--- src/logic/acp_params.svh ---
// constants for the converter power and sequencing control
`ifndef ACP_PARAMS_SVH
`define ACP_PARAMS_SVH

// control word layout
`define ACP_CTRL_W        8
`define ACP_CTRL_RESET    8'h00
`define ACP_PM_LOW_BIT    0
`define ACP_PM_HIGH_BIT   1
`define ACP_TWO_CH_BIT    2
`define ACP_CHAN_BIT      3
`define ACP_REF_OFF_BIT   5

// frame sequencing, counted in serial clock edges after select falls
`define ACP_CTRL_RISES    5'h08
`define ACP_SAMPLE_RISE   5'h02
`define ACP_FRAME_RISES   5'h10
`define ACP_FALL_MAX      4'hf
`define ACP_RESULT_W      12
`define ACP_WORD_W        16
`define ACP_LEAD_ZEROS    4'h0

// wake-up times
`define ACP_CLK_NS        100
`define ACP_WAKE_FULL_NS  5000
`define ACP_WAKE_SHORT_NS 1000
`define ACP_WAKE_FULL_CYC  ((`ACP_WAKE_FULL_NS + `ACP_CLK_NS - 1) / `ACP_CLK_NS)
`define ACP_WAKE_SHORT_CYC ((`ACP_WAKE_SHORT_NS + `ACP_CLK_NS - 1) / `ACP_CLK_NS)
`define ACP_WAKE_CNT_W    7

// result buffer
`define ACP_FIFO_DEPTH    32

`endif

--- src/logic/acp_pkg.sv ---
// types shared by the converter power control
package acp_pkg;

  typedef enum logic [1:0] {
    ACP_SELECT_GATED_POWER_MODE = 2'b00,
    ACP_ALWAYS_ON_MODE          = 2'b01,
    ACP_AUTO_SHUTDOWN_MODE      = 2'b10,
    ACP_AUTO_STANDBY_MODE       = 2'b11
  } acp_mode_t;

  typedef enum logic [1:0] {
    ACP_PWR_OFF     = 2'b00,
    ACP_PWR_STANDBY = 2'b01,
    ACP_PWR_WAKING  = 2'b10,
    ACP_PWR_ON      = 2'b11
  } acp_pwr_t;

endpackage : acp_pkg

--- src/logic/acp_pin_sync.sv ---
// two-stage synchroniser for a group of asynchronous pins
`timescale 1ns/1ns
`default_nettype none

module acp_pin_sync #(
  parameter int N = 1
) (
  // clock and reset
  input  wire logic         clk,
  input  wire logic         rst_n,
  // pins in, synchronised copy out
  input  wire logic [N-1:0] pin_i,
  output logic      [N-1:0] pin_s
);

  for (genvar i = 0; i < N; i++) begin : g_bit
    logic meta_q;
    logic hold_q;
    always_ff @(posedge clk or negedge rst_n) begin
      if (!rst_n) begin
        meta_q <= 1'b1;
        hold_q <= 1'b1;
      end else begin
        meta_q <= pin_i[i];
        hold_q <= meta_q;
      end
    end
    assign pin_s[i] = hold_q;
  end

endmodule : acp_pin_sync

`default_nettype wire

--- src/logic/acp_fifo.sv ---
// result buffer: width and depth are parameters, valid/ready on both sides
`timescale 1ns/1ns
`default_nettype none

module acp_fifo #(
  parameter int W     = 12,
  parameter int DEPTH = 32
) (
  // clock and reset
  input  wire logic         clk,
  input  wire logic         rst_n,
  // fill side
  input  wire logic [W-1:0] in_data,
  input  wire logic         in_valid,
  output logic              in_ready,
  // drain side
  output logic      [W-1:0] out_data,
  output logic              out_valid,
  input  wire logic         out_ready
);

  localparam int AW = $clog2(DEPTH);

  logic [W-1:0] mem_q [DEPTH];
  logic [AW-1:0] wr_q, wr_d;
  logic [AW-1:0] rd_q, rd_d;
  logic [AW:0]   cnt_q, cnt_d;
  logic          push;
  logic          pop;

  assign in_ready  = (cnt_q != (AW+1)'(DEPTH));
  assign out_valid = (cnt_q != '0);
  assign out_data  = mem_q[rd_q];
  assign push      = in_valid && in_ready;
  assign pop       = out_valid && out_ready;

  always_comb begin
    wr_d  = push ? ((wr_q == AW'(DEPTH - 1)) ? '0 : wr_q + 1'b1) : wr_q;
    rd_d  = pop ? ((rd_q == AW'(DEPTH - 1)) ? '0 : rd_q + 1'b1) : rd_q;
    cnt_d = cnt_q + (AW+1)'(push) - (AW+1)'(pop);
  end

  always_ff @(posedge clk or negedge rst_n) begin
    if (!rst_n) begin
      wr_q  <= '0;
      rd_q  <= '0;
      cnt_q <= '0;
    end else begin
      wr_q  <= wr_d;
      rd_q  <= rd_d;
      cnt_q <= cnt_d;
    end
  end

  // storage holds no reset: contents only matter once counted in
  always_ff @(posedge clk) begin
    if (push) begin
      mem_q[wr_q] <= in_data;
    end
  end

endmodule : acp_fifo

`default_nettype wire

--- src/logic/acp_adc_power_ctrl.sv ---
// power-mode and conversion sequencing control of a two-channel serial converter
`include "acp_params.svh"
`timescale 1ns/1ns
`default_nettype none

// What this block does
// - Internal reference on when reference-off bit is 0, off when 1; on by default.
// - Two-channel configuration uses the supply as reference, ignoring reference-off.
// - Two power-select bits of the control word choose one of four modes.
// - Auto modes power down on the 16th rising serial clock after select falls.
// - Auto modes start waking on the first falling serial clock after select falls.
// - Select-gated mode, the default: down on select rising, up on select falling.
// - Select-gated mode: select rising mid-conversion powers down at once, conversion abandoned.
// - After power-on the device starts in select-gated mode, power bits 00.
// - Wake from standby, or single-channel with reference off, takes about 1 us.
// - Auto-standby keeps the internal reference up while other circuits sleep.
// - Power bits 10 select auto-shutdown: power down after every conversion.
// - Serial input held low loads an all-zero control word every transfer.
// - Select-gated mode samples on the second rising serial clock after select falls.
// - Power bits 01 keep the device fully powered whatever select does.
// - First eight serial input bits of each transfer load the control word.
// - Each conversion and result transfer takes sixteen serial clocks from select falling.
// - Always-on mode accepts a new conversion on the next select low after high.
// - Power bits 11 select auto-standby: standby after every conversion.
// - Track for 1.5 serial clocks after select falls, then convert 14.5 more.
// - Result shifts out as four zeros then 12 bits, most significant first.
// - Select rising after conversion returns serial data output to high impedance.
module acp_adc_power_ctrl #(
  parameter int RES_W      = `ACP_RESULT_W,
  parameter int FIFO_DEPTH = `ACP_FIFO_DEPTH
) (
  // clock and reset
  input  wire logic             ref_clk,
  input  wire logic             arst_n,
  // serial link pins
  input  wire logic             cs_n,
  input  wire logic             sclk,
  input  wire logic             din,
  output logic                  dout_o,
  output logic                  dout_oe,
  // results from the converter core
  input  wire logic [RES_W-1:0] res_data,
  input  wire logic             res_valid,
  output logic                  res_ready,
  // configuration and power status
  output logic [`ACP_CTRL_W-1:0] ctrl_word,
  output logic [1:0]            pm_mode,
  output logic                  channel_sel,
  output logic                  ref_enable,
  output logic                  ref_is_supply,
  output logic                  pwr_on,
  output logic                  pwr_waking,
  // conversion status
  output logic                  track,
  output logic                  sample_pulse,
  output logic                  conv_busy,
  output logic                  conv_done,
  output logic                  conv_abort
);

  localparam logic [3:0] FIRST_SHIFT = 4'(`ACP_WORD_W - 2);
  localparam logic [`ACP_WAKE_CNT_W-1:0] WAKE_FULL  = `ACP_WAKE_CNT_W'(`ACP_WAKE_FULL_CYC - 1);
  localparam logic [`ACP_WAKE_CNT_W-1:0] WAKE_SHORT = `ACP_WAKE_CNT_W'(`ACP_WAKE_SHORT_CYC - 1);

  // reset release
  logic [1:0] rst_pipe_q;
  logic       rst_n;

  always_ff @(posedge ref_clk or negedge arst_n) begin
    if (!arst_n) begin
      rst_pipe_q <= 2'b00;
    end else begin
      rst_pipe_q <= {rst_pipe_q[0], 1'b1};
    end
  end
  assign rst_n = rst_pipe_q[1];

  // pin synchronisers and edge finding
  logic [2:0] pins_s;
  logic       cs_s, sclk_s, din_s;
  logic       cs_prev_q, sclk_prev_q;
  logic       cs_fall, cs_rise, rise_evt, fall_evt;

  acp_pin_sync #(.N(3)) u_sync (
    .clk   (ref_clk),
    .rst_n (rst_n),
    .pin_i ({cs_n, sclk, din}),
    .pin_s (pins_s)
  );
  assign {cs_s, sclk_s, din_s} = pins_s;

  always_ff @(posedge ref_clk or negedge rst_n) begin
    if (!rst_n) begin
      cs_prev_q   <= 1'b1;
      sclk_prev_q <= 1'b1;
    end else begin
      cs_prev_q   <= cs_s;
      sclk_prev_q <= sclk_s;
    end
  end

  // serial clock edges only count while select is low
  assign cs_fall  = cs_prev_q && !cs_s;
  assign cs_rise  = !cs_prev_q && cs_s;
  assign rise_evt = !cs_s && !cs_prev_q && !sclk_prev_q && sclk_s;
  assign fall_evt = !cs_s && !cs_prev_q && sclk_prev_q && !sclk_s;

  // result buffer
  logic [RES_W-1:0] buf_data;
  logic             buf_valid;
  logic             buf_pop;

  acp_fifo #(.W(RES_W), .DEPTH(FIFO_DEPTH)) u_fifo (
    .clk       (ref_clk),
    .rst_n     (rst_n),
    .in_data   (res_data),
    .in_valid  (res_valid),
    .in_ready  (res_ready),
    .out_data  (buf_data),
    .out_valid (buf_valid),
    .out_ready (buf_pop)
  );

  // frame sequencing state
  logic [4:0]             rise_cnt_q, rise_cnt_d;
  logic [3:0]             fall_cnt_q, fall_cnt_d;
  logic [`ACP_CTRL_W-1:0] ctrl_sr_q, ctrl_sr_d;
  logic [`ACP_CTRL_W-1:0] ctrl_q, ctrl_d;
  logic [`ACP_WORD_W-1:0] word_q, word_d;
  logic                   dout_q, dout_d;
  logic                   oe_q, oe_d;
  logic                   track_q, track_d;
  logic                   busy_q, busy_d;
  logic                   sample_q, sample_d;
  logic                   done_q, done_d;
  logic                   abort_q, abort_d;
  logic                   sample_now;
  logic                   last_rise;
  logic                   first_fall;
  acp_pkg::acp_mode_t     mode;

  assign mode       = acp_pkg::acp_mode_t'({ctrl_q[`ACP_PM_HIGH_BIT], ctrl_q[`ACP_PM_LOW_BIT]});
  assign sample_now = rise_evt && (rise_cnt_q == `ACP_SAMPLE_RISE - 5'h01);
  assign last_rise  = rise_evt && (rise_cnt_q == `ACP_FRAME_RISES - 5'h01);
  assign first_fall = fall_evt && (fall_cnt_q == 4'h0);
  assign buf_pop    = sample_now;

  always_comb begin
    rise_cnt_d = rise_cnt_q;
    fall_cnt_d = fall_cnt_q;
    ctrl_sr_d  = ctrl_sr_q;
    ctrl_d     = ctrl_q;
    word_d     = word_q;
    dout_d     = dout_q;
    oe_d       = oe_q;
    track_d    = track_q;
    busy_d     = busy_q;
    sample_d   = 1'b0;
    done_d     = 1'b0;
    abort_d    = 1'b0;
    if (cs_fall) begin
      // a fresh frame may start after any high select, whatever the mode
      rise_cnt_d = 5'h00;
      fall_cnt_d = 4'h0;
      track_d    = 1'b1;
      busy_d     = 1'b0;
      word_d     = '0;
      oe_d       = 1'b1;
      dout_d     = 1'b0;
    end else if (cs_rise) begin
      oe_d    = 1'b0;
      track_d = 1'b0;
      busy_d  = 1'b0;
      abort_d = busy_q && (mode == acp_pkg::ACP_SELECT_GATED_POWER_MODE);
    end else begin
      if (rise_evt && (rise_cnt_q < `ACP_FRAME_RISES)) begin
        rise_cnt_d = rise_cnt_q + 5'h01;
        if (rise_cnt_q < `ACP_CTRL_RISES) begin
          ctrl_sr_d = {ctrl_sr_q[`ACP_CTRL_W-2:0], din_s};
        end
        if (rise_cnt_q == `ACP_CTRL_RISES - 5'h01) begin
          // a low input line gives an all-zero word here
          ctrl_d = {ctrl_sr_q[`ACP_CTRL_W-2:0], din_s};
        end
      end
      if (sample_now) begin
        sample_d = 1'b1;
        track_d  = 1'b0;
        busy_d   = 1'b1;
        // empty buffer reads back as zero rather than stalling the frame
        word_d   = {`ACP_LEAD_ZEROS, buf_valid ? buf_data : {RES_W{1'b0}}};
      end
      if (last_rise) begin
        busy_d = 1'b0;
        done_d = 1'b1;
      end
      if (fall_evt && (fall_cnt_q != `ACP_FALL_MAX)) begin
        fall_cnt_d = fall_cnt_q + 4'h1;
        dout_d     = word_q[FIRST_SHIFT - fall_cnt_q];
      end
    end
  end

  always_ff @(posedge ref_clk or negedge rst_n) begin
    if (!rst_n) begin
      rise_cnt_q <= 5'h00;
      fall_cnt_q <= 4'h0;
      ctrl_sr_q  <= `ACP_CTRL_RESET;
      ctrl_q     <= `ACP_CTRL_RESET;
      word_q     <= '0;
      dout_q     <= 1'b0;
      oe_q       <= 1'b0;
      track_q    <= 1'b0;
      busy_q     <= 1'b0;
      sample_q   <= 1'b0;
      done_q     <= 1'b0;
      abort_q    <= 1'b0;
    end else begin
      rise_cnt_q <= rise_cnt_d;
      fall_cnt_q <= fall_cnt_d;
      ctrl_sr_q  <= ctrl_sr_d;
      ctrl_q     <= ctrl_d;
      word_q     <= word_d;
      dout_q     <= dout_d;
      oe_q       <= oe_d;
      track_q    <= track_d;
      busy_q     <= busy_d;
      sample_q   <= sample_d;
      done_q     <= done_d;
      abort_q    <= abort_d;
    end
  end

  // power state
  acp_pkg::acp_pwr_t            pwr_q, pwr_d;
  logic [`ACP_WAKE_CNT_W-1:0]   wake_q, wake_d;
  logic                         asleep;
  logic                         wake_short;
  logic                         two_ch;
  logic                         ref_off;

  assign two_ch     = ctrl_q[`ACP_TWO_CH_BIT];
  assign ref_off    = ctrl_q[`ACP_REF_OFF_BIT];
  assign asleep     = (pwr_q == acp_pkg::ACP_PWR_OFF) || (pwr_q == acp_pkg::ACP_PWR_STANDBY);
  assign wake_short = (pwr_q == acp_pkg::ACP_PWR_STANDBY) || (!two_ch && ref_off);

  always_comb begin
    pwr_d  = pwr_q;
    wake_d = wake_q;
    if (pwr_q == acp_pkg::ACP_PWR_WAKING) begin
      if (wake_q == '0) begin
        pwr_d = acp_pkg::ACP_PWR_ON;
      end else begin
        wake_d = wake_q - 1'b1;
      end
    end
    case (mode)
      acp_pkg::ACP_SELECT_GATED_POWER_MODE: begin
        if (cs_rise) begin
          pwr_d = acp_pkg::ACP_PWR_OFF;
        end else if (cs_fall && asleep) begin
          pwr_d  = acp_pkg::ACP_PWR_WAKING;
          wake_d = wake_short ? WAKE_SHORT : WAKE_FULL;
        end
      end
      acp_pkg::ACP_ALWAYS_ON_MODE: begin
        if (asleep) begin
          pwr_d  = acp_pkg::ACP_PWR_WAKING;
          wake_d = wake_short ? WAKE_SHORT : WAKE_FULL;
        end
      end
      acp_pkg::ACP_AUTO_SHUTDOWN_MODE, acp_pkg::ACP_AUTO_STANDBY_MODE: begin
        if (last_rise) begin
          pwr_d = (mode == acp_pkg::ACP_AUTO_STANDBY_MODE) ?
                  acp_pkg::ACP_PWR_STANDBY : acp_pkg::ACP_PWR_OFF;
        end else if (first_fall && asleep) begin
          pwr_d  = acp_pkg::ACP_PWR_WAKING;
          wake_d = wake_short ? WAKE_SHORT : WAKE_FULL;
        end
      end
      default: begin
        pwr_d = pwr_q;
      end
    endcase
  end

  always_ff @(posedge ref_clk or negedge rst_n) begin
    if (!rst_n) begin
      pwr_q  <= acp_pkg::ACP_PWR_OFF;
      wake_q <= '0;
    end else begin
      pwr_q  <= pwr_d;
      wake_q <= wake_d;
    end
  end

  // outputs
  assign dout_o        = dout_q;
  assign dout_oe       = oe_q;
  assign ctrl_word     = ctrl_q;
  assign pm_mode       = mode;
  assign channel_sel   = ctrl_q[`ACP_CHAN_BIT];
  // reference stays up in standby, drops only in full shutdown
  assign ref_enable    = !ref_off && !two_ch && (pwr_q != acp_pkg::ACP_PWR_OFF);
  assign ref_is_supply = two_ch;
  assign pwr_on        = (pwr_q == acp_pkg::ACP_PWR_ON);
  assign pwr_waking    = (pwr_q == acp_pkg::ACP_PWR_WAKING);
  assign track         = track_q;
  assign sample_pulse  = sample_q;
  assign conv_busy     = busy_q;
  assign conv_done     = done_q;
  assign conv_abort    = abort_q;
endmodule : acp_adc_power_ctrl

`default_nettype wire

--- config.mk ---
export PLATFORM = sky130hd
export DESIGN_NAME = acp_adc_power_ctrl
export DESIGN_NICKNAME = d
export VERILOG_FILES = /design/src/logic/acp_pkg.sv /design/src/logic/acp_pin_sync.sv /design/src/logic/acp_fifo.sv /design/src/logic/acp_adc_power_ctrl.sv
export VERILOG_INCLUDE_DIRS = /design/src /design/src/logic
export SDC_FILE = /design/constraint.sdc
export NUM_CORES = 1
export LEC_CHECK = 0
export BUFFER_PORTS_ARGS = -buffer_cell sky130_fd_sc_hd__clkbuf_2
export CAP_MARGIN = 20
export CORE_AREA = 5 5 200 202
export DETAILED_ROUTE_END_ITERATION = 10
export DIE_AREA = 0 0 205 207
export PLACE_DENSITY = 0.73
export SKIP_CTS_REPAIR_TIMING = 1
export SYNTH_ARGS = -nofsm -noshare
export SYNTH_HDL_FRONTEND = slang
export SYNTH_HIERARCHICAL = 1
export SYNTH_SLANG_ARGS = --single-unit
--- constraint.sdc ---
create_clock -name ref_clk -period 3.1 [get_ports ref_clk]
set_clock_uncertainty 0.2 [all_clocks]
set_input_delay 0.155 -clock ref_clk [delete_from_list [all_inputs] [get_ports ref_clk]]
set_output_delay 0.155 -clock ref_clk [all_outputs]
set_load 0.03 [all_outputs]
Word level (Yosys, flattened, before mapping) --
Memories as Yosys holds them, arrays and structs flattened. Cells that the tools add are included.
Operators by class: $add $sub $neg 8, multiply operators 0, div/mod/pow operators 0, $lt $le $gt $ge 3, equal/unequal tests 14, shifts and indexed selects 0, muxes and demuxes 54, bitwise logic cells 2, reductions and logical operators 46
Operators by type and width (number):
- 7-bit two-way mux | 7
- 16-bit two-way mux | 3
- 5-bit two-way mux | 5
- 1-bit two-way mux | 24
- 7-bit one-hot mux with 3 select lines | 1
- 1-bit logical AND | 20
- 5-bit by 1-bit adder with 5-bit output (second input constant) | 3
- 2-bit two-way mux | 7
- 12-bit two-way mux | 1
- 4-bit two-way mux | 3
- 5-bit equality test (second input constant) | 2
- 2-bit nonzero test | 5
- 2-bit equality test (second input constant) | 4
- 4-bit AND reduction | 2
- 7-bit logical NOT | 1
- 7-bit by 1-bit subtractor with 7-bit output (second input constant) | 1
- 6-bit by 1-bit adder with 6-bit output | 1
- 1-bit logical NOT | 6
- 6-bit two-way mux | 1
- 6-bit inequality test (second input constant) | 1
- 2-bit one-hot mux with 3 select lines | 1
- 2-bit AND reduction | 3
- 6-bit nonzero test | 1
- 6-bit by 1-bit subtractor with 6-bit output | 1
- other kinds (19) | 23
Word-level totals: flip-flop bits (word level) 82, bits in latches 0, memory bits (writable) 384, memory bits (read-only) 0, input port bits 18, output and inout port bits 23, logic and storage cells 154, memories 1
Memory list:
- u_fifo.mem_q | depth 32, width 12, rd ports 1, clocked after memory_dff 0, wr ports 1, line acp_fifo.sv:24 | logic [W-1:0] mem_q [DEPTH];

Longest topological paths before layout --
Gate-level depths: netlist of the first run.
word-level depth 9, mapped depth 15

Cells and area by module --
Netlist of the first run, hierarchy kept.
Modules (own cells, without submodules):
- acp_fifo | times used 1, cells an instance 779, area each 15806.4 um^2, sequential area each 11931.4 um^2
- acp_adc_power_ctrl | times used 1, cells an instance 250, area each 2756.4 um^2, sequential area each 1403.8 um^2
- acp_pin_sync | times used 1, cells an instance 9, area each 180.2 um^2, sequential area each 157.7 um^2

Least setup slack after synthesis of the first run --
Ideal clock, no wire load.
path type reg-to-reg, start point register u_sync.g_bit[2].hold_q, end point register u_fifo.cnt_q[4], setup time 80 ps, arrival time 2822 ps, setup slack -2 ps, cell stages (with the launch flop) 16, buffers on the path 1, clock period less this slack 3102 ps, path through dfstp_2 -> buf_4 -> inv_1 -> ha_1 -> and4bb_2 -> and3_1 -> nand2_1 -> inv_1 -> ha_1 -> inv_1 -> ha_1 -> fa_1 -> a21oi_1 -> nor2_1 -> nor2_1 -> xnor2_1
On the way: word-level cells in the longest chain between the ends 7
Ends and longest elaborated chain:
- start, declared | line acp_pin_sync.sv:18 | logic hold_q;
- start signal, assigned | line acp_pin_sync.sv:25 | hold_q <= meta_q;
- 1-bit logical NOT | line acp_adc_power_ctrl.sv:105 | assign rise_evt = !cs_s && !cs_prev_q && !sclk_prev_q && sclk_s;
- 1-bit logical AND (3 in series) | line acp_adc_power_ctrl.sv:105
- 1-bit logical AND | line acp_adc_power_ctrl.sv:143 | assign sample_now = rise_evt && (rise_cnt_q == `ACP_SAMPLE_RISE - 5'h01);
- named net buf_pop | line acp_adc_power_ctrl.sv:111 | logic buf_pop;
- 1-bit logical AND | line acp_fifo.sv:35 | assign pop = out_valid && out_ready;
- named net u_fifo.pop | line acp_fifo.sv:29 | logic pop;
- 6-bit by 1-bit subtractor with 6-bit output | line acp_fifo.sv:40 | cnt_d = cnt_q + (AW+1)'(push) - (AW+1)'(pop);
- named net u_fifo.cnt_d[4] | line acp_fifo.sv:27 | logic [AW:0] cnt_q, cnt_d;
- end signal, assigned | line acp_fifo.sv:51 | cnt_q <= cnt_d;
- end, declared | line acp_fifo.sv:27
The timed path passes the listed nets, and every way through them passes these cells. A chain may end at the register's enable or synchronous reset.

Final worst setup path of the first run --
start point register u_sync.g_bit[2].hold_q, end point register u_fifo.cnt_q[5]
The elaborated chain is that of the path after synthesis.

==> flow_summary.yaml, run 1 <==
synth:
  synth_compound_area_frac: 0.05721
  synth_cell_types: 63
  syn_area_mm2: 0.01874
  synth_adder_area_share: 0.01842
  yosysWarnings: 6
  yosys.area_share.simple: 0.04533
  synthArstFlopShare: 0.1688
  syn-num-nets: 1083
  synth_top_family_by_area: "multiplexers"
  synth_edf_count: 384
  synth_seq_cells: 462
  seq_area_frac_synth: 0.7199
  synthXorXnorAreaFrac: 0.002804
  syn_inst: 1038
  synth_area_per_cell_um2: 18.06
  synthMuxAreaShare: 0.1319
  ys.flop_type: "edfxtp_1"
floorplanning:
  core_mm2: 0.03811
  rows: 72
  pin_count: 41
  die-area_mm2: 0.04244
  start_util: 0.4919
  die_height_um: 207
  fp.dieW_um: 205
setup_path:
  critPathKind: "reg -> reg"
  slowest_delay_ns: 0.54
  rr_worst_depth: 13
  cp_max_fo: 4
  crit_path_frequent_cell: "inv_1"
  cp.required_ns: 3.33
  critPathBufInv: 3
  reg2reg_from: "u_sync/g_bit[2].hold_q"
  reg2reg_setup_slack_ns: 0.14
  critical_path.cell_chain: "inv_1, ha_1, and4bb_2, and3_4, nand2_2, inv_1, ha_1, inv_1, ha_2, a21o_1, a21oi_4, o2111a_1, a311oi_1"
  crit_path_start_kind: "flip-flop"
  cp_top_family: "compound AO/OA/AOI/OAI gates"
  r2r-end: "u_fifo/cnt_q[5]"
  crit_cells: 13
  end_kind: "flip-flop"
  arrival_ns: 3.18
  cpMaxStageDelayCell: "dfstp_2"
timing:
  tightestPinTransition_ns: 0.7829
  timing.slew.headroom: 0.4780
  maxSlewViolCount: 0
  hold_violations: 0
  min_period_over_period: 0.9540
  setup_viol: 0
  fin_ws_ns: 0.1426
  fmax_mhz: 338.1
  period_needed_ns: 2.957
  hold_slack_ns: 0.03751
drt:
  wl_mm: 39.31
  vias: 9845
  route.detailed.drc: 0
  drt_iter0_drc: 845
  vias_per_cell: 5.781
  firstDrtPassIters: 6
  wl_per_cell_um: 23.08
  antenna_left: 0
final_layout:
  fin_nets: 1193
  areaGrowthSynthToFinish_pct: 14.72
  fill_cells: 2818
  final_cell_count_no_fill: 1703
  register_area_mm2: 0.01350
  drive_gt1_frac: 0.2525
  multi_input_area_mm2: 0.004826
  final_util: 0.5643
flow_run:
  cap_violations: 0
power:
  seq_power_share: 0.457
  p_clk_frac: 0.346
  peakVddDrop_v: 0.0003897
  power_leakage_nw: 7.583
  intPower_w: 0.01207
  p_comb_frac: 0.197
  switchingPower_w: 0.004283
  switching_share: 0.2619
  fin_total_pwr_w: 0.01635
  powerDensity_mw_per_mm2: 760.5
global_route:
  grt_max_degree: 58
  grt_pass1_wl_mm: 60.13
  grt.overflow.total: 0
  grt-busiest-layer: "met2"
  grt_pass1_vias: 10020
  grt_use_met2: 0.2955
  grtUsageMet3: 0.03316
  gr-usage-met1: 0.2626
  antenna_found_initial: 0
  grt_usage: 0.1842
clock_network:
  clockBufferDepth: 3
  clk_latency_ns: 0.56
  clock-sinks: 462
  numCtsBuffers: 46
  cts_tree: "built"
  cts.reportedPaths.clkPinSlew_ns: 0.06
  h-tree-depth: 2
  clock-root-buffer: "clkbuf_16"
worst_hold_path:
  holdPathEnd: "u_sync/g_bit[1].meta_q"
  holdPathStages: 2
  min-delay-start: "sclk"
  hp-class: "in -> reg"
placement:
  dp.cells: 1610
  place.gp.congestion: 0.8221
  port_buffers: 40
  pre_cts_slack_ns: 0.04682
  dp_hpwl_mm: 23.80
status:
  outcome: "finished clean"
-- metrics by stage --
step | TNS (ns) | area, µm²
finish | 0 | 21500
global route | -0.03833 | 21500
CTS | -0.0006881 | 21400
detailed placement | 0 | 19850
global placement | 0 | 19850
floorplan | 0 | 18750
-- layout by cell type, fill, tap and decap left out, types with 4 or more instances in the layout --
master         netlist  layout
edfxtp_1           384     384
buf_4               14      68
dfrtp_1             70      67
mux4_2              66      66
mux2i_1             55      55
nor2_1              55      54
clkbuf_16            0      47
nand2_1             42      41
clkbuf_2             0      40
a21oi_1             37      35
inv_1               26      26
a22o_1              25      25
ha_1                26      25
o21ai_0             18      18
a22oi_1             14      14
mux2_2              14      14
o221ai_1            13      13
o22ai_1             12      12
nand3_1             10      10
mux4_1              10      10
clkinv_2             0       9
a2111oi_2            9       9
clkbuf_1            19       8
dfstp_2              8       8
nand3b_1             7       7
bufinv_16            0       7
clkinv_1             0       7
and3_1               7       6
nor3_1               6       6
dlygate4sd3_1        0       6
and2_1               5       5
or3_1                5       5
buf_12               2       5
xor2_1               4       4
nor2b_1              4       4
-- worst max path at each step --
stage	from	to	slack, ns
after floorplan	u_sync/g_bit[2].hold_q	u_fifo/cnt_q[4]	0.04
after global placement	u_sync/g_bit[2].hold_q	u_fifo/cnt_q[4]	0.10
after detailed placement	u_sync/g_bit[2].hold_q	u_fifo/cnt_q[4]	0.05
after CTS	u_sync/g_bit[2].hold_q	u_fifo/cnt_q[4]	-0.0007
after global routing	u_sync/g_bit[2].hold_q	u_fifo/cnt_q[5]	-0.03
final	u_sync/g_bit[2].hold_q	u_fifo/cnt_q[5]	0.14
-- power groups by stage --
stage | logic [W] | registers (W) | clock network [W]
2_1_floorplan | 0.00235 | 0.00745 | 0
3_3_place_gp | 0.00307 | 0.00757 | 0
3_5_place_dp | 0.00316 | 0.00759 | 0
4_1_cts | 0.00318 | 0.00747 | 0.00575
5_1_grt | 0.00348 | 0.00751 | 0.00604
6_report | 0.00322 | 0.00747 | 0.00566
-- registers in the layout (all words and copies together), names as in the netlist, 2 cells and up --
name,cells
rise_cnt_q,5
fall_cnt_q,4
wake_q,7
word_q,12
u_fifo/mem_q,384
u_fifo/cnt_q,6
u_sync/g_bit.hold_q,3
u_fifo/rd_q,5
ctrl_word,8
u_sync/g_bit.meta_q,3
rst_pipe_q,2
u_fifo/wr_q,5
ctrl_sr_q,7
pwr_q,2
-- layout make-up --
| cell class | instances | share of cell area |
|---|---|---|
| sequential | 462 | 0.6279 |
| multi-input combinational | 492 | 0.2244 |
| clock buffer | 57 | 0.05738 |
| clock inverter | 27 | 0.01478 |
| timing repair buffer | 119 | 0.04050 |
| tap | 518 | 0.03014 |
| antenna | 1 | 0.0001164 |
| inverter | 27 | 0.004713 |
-- kinds of logic after synthesis --
family                     Yosys count
buffers and inverters               84
AOI/OAI and AO/OA                  147
DFF                                462
muxes                              146
and+or+nand+nor                    165
adders and majority gates           27
xor gates and xnor gates             6
other                                1
-- metal layers --
layer  up-vias  share of wire  wire length (µm)
met4         0          0.025               980
met5         -              0                 0
li1       4356              -                 -
met1      5085           0.42             16350
met3        66          0.071              2782
met2       338           0.49             19190
-- cells in the mapped netlist (18+ instances only) --
master / count / share of area
nand2_1: 42 / 0.0084
o21ai_0: 18 / 0.0048
clkbuf_1: 19 / 0.0038
a21oi_1: 37 / 0.0099
mux4_2: 66 / 0.079
edfxtp_1: 384 / 0.62
inv_1: 26 / 0.0052
nor2_1: 55 / 0.011
dfrtp_1: 70 / 0.093
a22o_1: 25 / 0.012
mux2i_1: 55 / 0.029
ha_1: 26 / 0.017
(Power assumes the default switching activity.)
==> inputs of run 2 (changes only) <==
Settings changed: TNS_END_PERCENT set to 20.
Clock period 3.1 ns to 3.4 ns, I/O delays scaled along.
==> run 2 against run 1 <==
Setup slack improved by 0.070 ns. First-iteration DRC count increased by 1.2%. Worst hold slack got worse by 0.0094 ns. Total power decreased by 12%. Via count about the same. Cell count decreased by 1.1%. Register-to-register slack improved by 0.07 ns. Critical path depth unchanged. Count of clock-buffer cells in the layout decreased by 4. Flip-flop and latch count unchanged. Highest routed layer unchanged.
==> flow_summary.yaml, run 2 (synthesis results as in run 1) <==
status:
  outcome: "finished clean"
setup_path:
  reg2reg_setup_slack_ns: 0.21
  end_kind: "flip-flop"
  critPathKind: "reg -> reg"
  arrival_ns: 3.44
  rr_worst_depth: 13
  cp.required_ns: 3.65
  cpMaxStageDelayCell: "dfstp_2"
  slowest_delay_ns: 0.54
  critical_path.cell_chain: "inv_1, ha_1, and4bb_2, and3_1, nand2_1, inv_1, ha_1, inv_1, ha_1, a21o_1, a21oi_1, nor2_1, a311oi_1"
  cp_max_fo: 5
  r2r-end: "u_fifo/cnt_q[5]"
  cp_top_family: "compound AO/OA/AOI/OAI gates"
  reg2reg_from: "u_sync/g_bit[2].hold_q"
  critPathBufInv: 3
  crit_path_start_kind: "flip-flop"
  startpoint: "u_sync/g_bit[2].hold_q"
clock_network:
  clock-root-buffer: "clkbuf_16"
  cts_tree: "built"
  clk_latency_ns: 0.58
  clockBufferDepth: 3
  numCtsBuffers: 47
  clock-sinks: 462
  h-tree-depth: 2
  cts.reportedPaths.clkPinSlew_ns: 0.06
placement:
  port_buffers: 40
  pre_cts_slack_ns: 0.2853
  place.gp.congestion: 0.7986
  dp_hpwl_mm: 23.48
global_route:
  grt_usage: 0.1867
  antenna_found_initial: 0
  grt_pass1_vias: 9888
  grt.overflow.total: 0
  grt_pass1_wl_mm: 60.54
  grt_max_degree: 71
power:
  peakVddDrop_v: 0.0003521
  powerDensity_mw_per_mm2: 679.7
  power_leakage_nw: 7.431
final_layout:
  final_cell_mix: "edfxtp_1, dfrtp_1, mux4_2"
  drive_gt1_frac: 0.2300
  top_register: "u_fifo/mem_q"
  largest_reg_flops: 384
  final_common_cell: "edfxtp_1"
  areaGrowthSynthToFinish_pct: 13.12
  fin_nets: 1175
timing:
  setup_tns_ns: 0
  min_period_over_period: 0.9375
  timing.slew.headroom: 0.4889
  tightestPinTransition_ns: 0.7666
  rsz0062_at_grt: "false"
  setup_viol: 0
  maxSlewViolCount: 0
  hold_violations: 0
  fin_ws_ns: 0.2124
  period_needed_ns: 3.188
  fmax_mhz: 313.7
floorplanning:
  fp.dieW_um: 205
  core_mm2: 0.03811
  pin_count: 41
  die-area_mm2: 0.04244
  rows: 72
  die_height_um: 207
  start_util: 0.4919
worst_hold_path:
  hp-class: "in -> reg"
  holdPathEnd: "u_sync/g_bit[2].meta_q"
  min-delay-start: "cs_n"
  holdPathStages: 2
drt:
  route.detailed.drc: 0
  vias: 9850
  drt_iter0_drc: 855
  wl_mm: 39.11
  wl_per_cell_um: 23.22
  antenna_left: 0
  vias_per_cell: 5.849
  firstDrtPassIters: 5
flow_run:
  cap_violations: 0
==> run 2: changes by cell type in the layout (fill, tap and decap cells not counted), sizes merged <==
cell      delta
bufinv       -4
buf         -19
clkinvlp     -2
inv          +2
clkbuf       -4
clkinv       +8
==> run 2: cell type report <==
cell class | count | area (µm²)
flip-flops and latches | 462 | 13500
fillers | 2917 | 16900
repair buffers | 100 | 715.7
well taps | 518 | 648.1
clock inverters | 31 | 236.5
diodes | 1 | 2.502
inverters | 27 | 101.3
multi-input cells | 492 | 4798
clock buffers | 53 | 1199
==> run 2: metrics by stage <==
step | std cells | total power [W] | utilization | hold WS, ns | cell area [µm²]
final | 1684 | 0.01441 | 0.5564 | 0.02812 | 21200
after global routing | 1683 | 0.01503 | 0.5563 | 0.03178 | 21200
after CTS | 1677 | 0.01453 | 0.5548 | -0.8619 | 21140
after detailed placement | 1593 | 0.009675 | 0.5171 | -0.2434 | 19710
after global placement | 1593 | 0.009583 | 0.5171 | -0.2442 | 19710
after floorplan | 1038 | 0.008933 | - | -0.3256 | 18740
==> run 2: worst max-delay path by stage <==
stage | endpoint | cells after the start | slack (ns)
6_report | u_fifo/cnt_q[5] | 13 | 0.21
5_1_grt | u_fifo/cnt_q[5] | 13 | 0.03
4_1_cts | u_fifo/cnt_q[5] | 13 | 0.25
3_5_place_dp | u_fifo/cnt_q[5] | 13 | 0.29
3_3_place_gp | u_fifo/cnt_q[4] | 14 | 0.31
2_1_floorplan | u_fifo/cnt_q[4] | 15 | 0.30
==> run 2: worst reg2reg max path, delay by kind of cell (launching register included) <==
family | cells | cell delay, ns
DFF | 1 | 0.54
buffers and inverters | 3 | 0.16
AOI/OAI and AO/OA | 3 | 0.79
adders and majority gates | 3 | 0.71
and+or+nand+nor | 4 | 0.69
==> run 2: metal layers <==
metal | GRT usage | part of all wire | vias up
met2 | 0.2966 | 0.50 | 275
li1 | - | - | 4327
met4 | 0.04736 | 0.020 | 0
met5 | 0 | 0 | -
met3 | 0.03988 | 0.066 | 58
met1 | 0.2674 | 0.41 | 5190
==> run 2: report_power, final <==
part / switching [W] / leakage [nW] / internal [W] / total, W
Sequential: 0.000295 / 4.45 / 0.00654 / 0.00683
Clock: 0.00208 / 0.706 / 0.00276 / 0.00484
Combinational: 0.00148 / 2.27 / 0.00126 / 0.00274
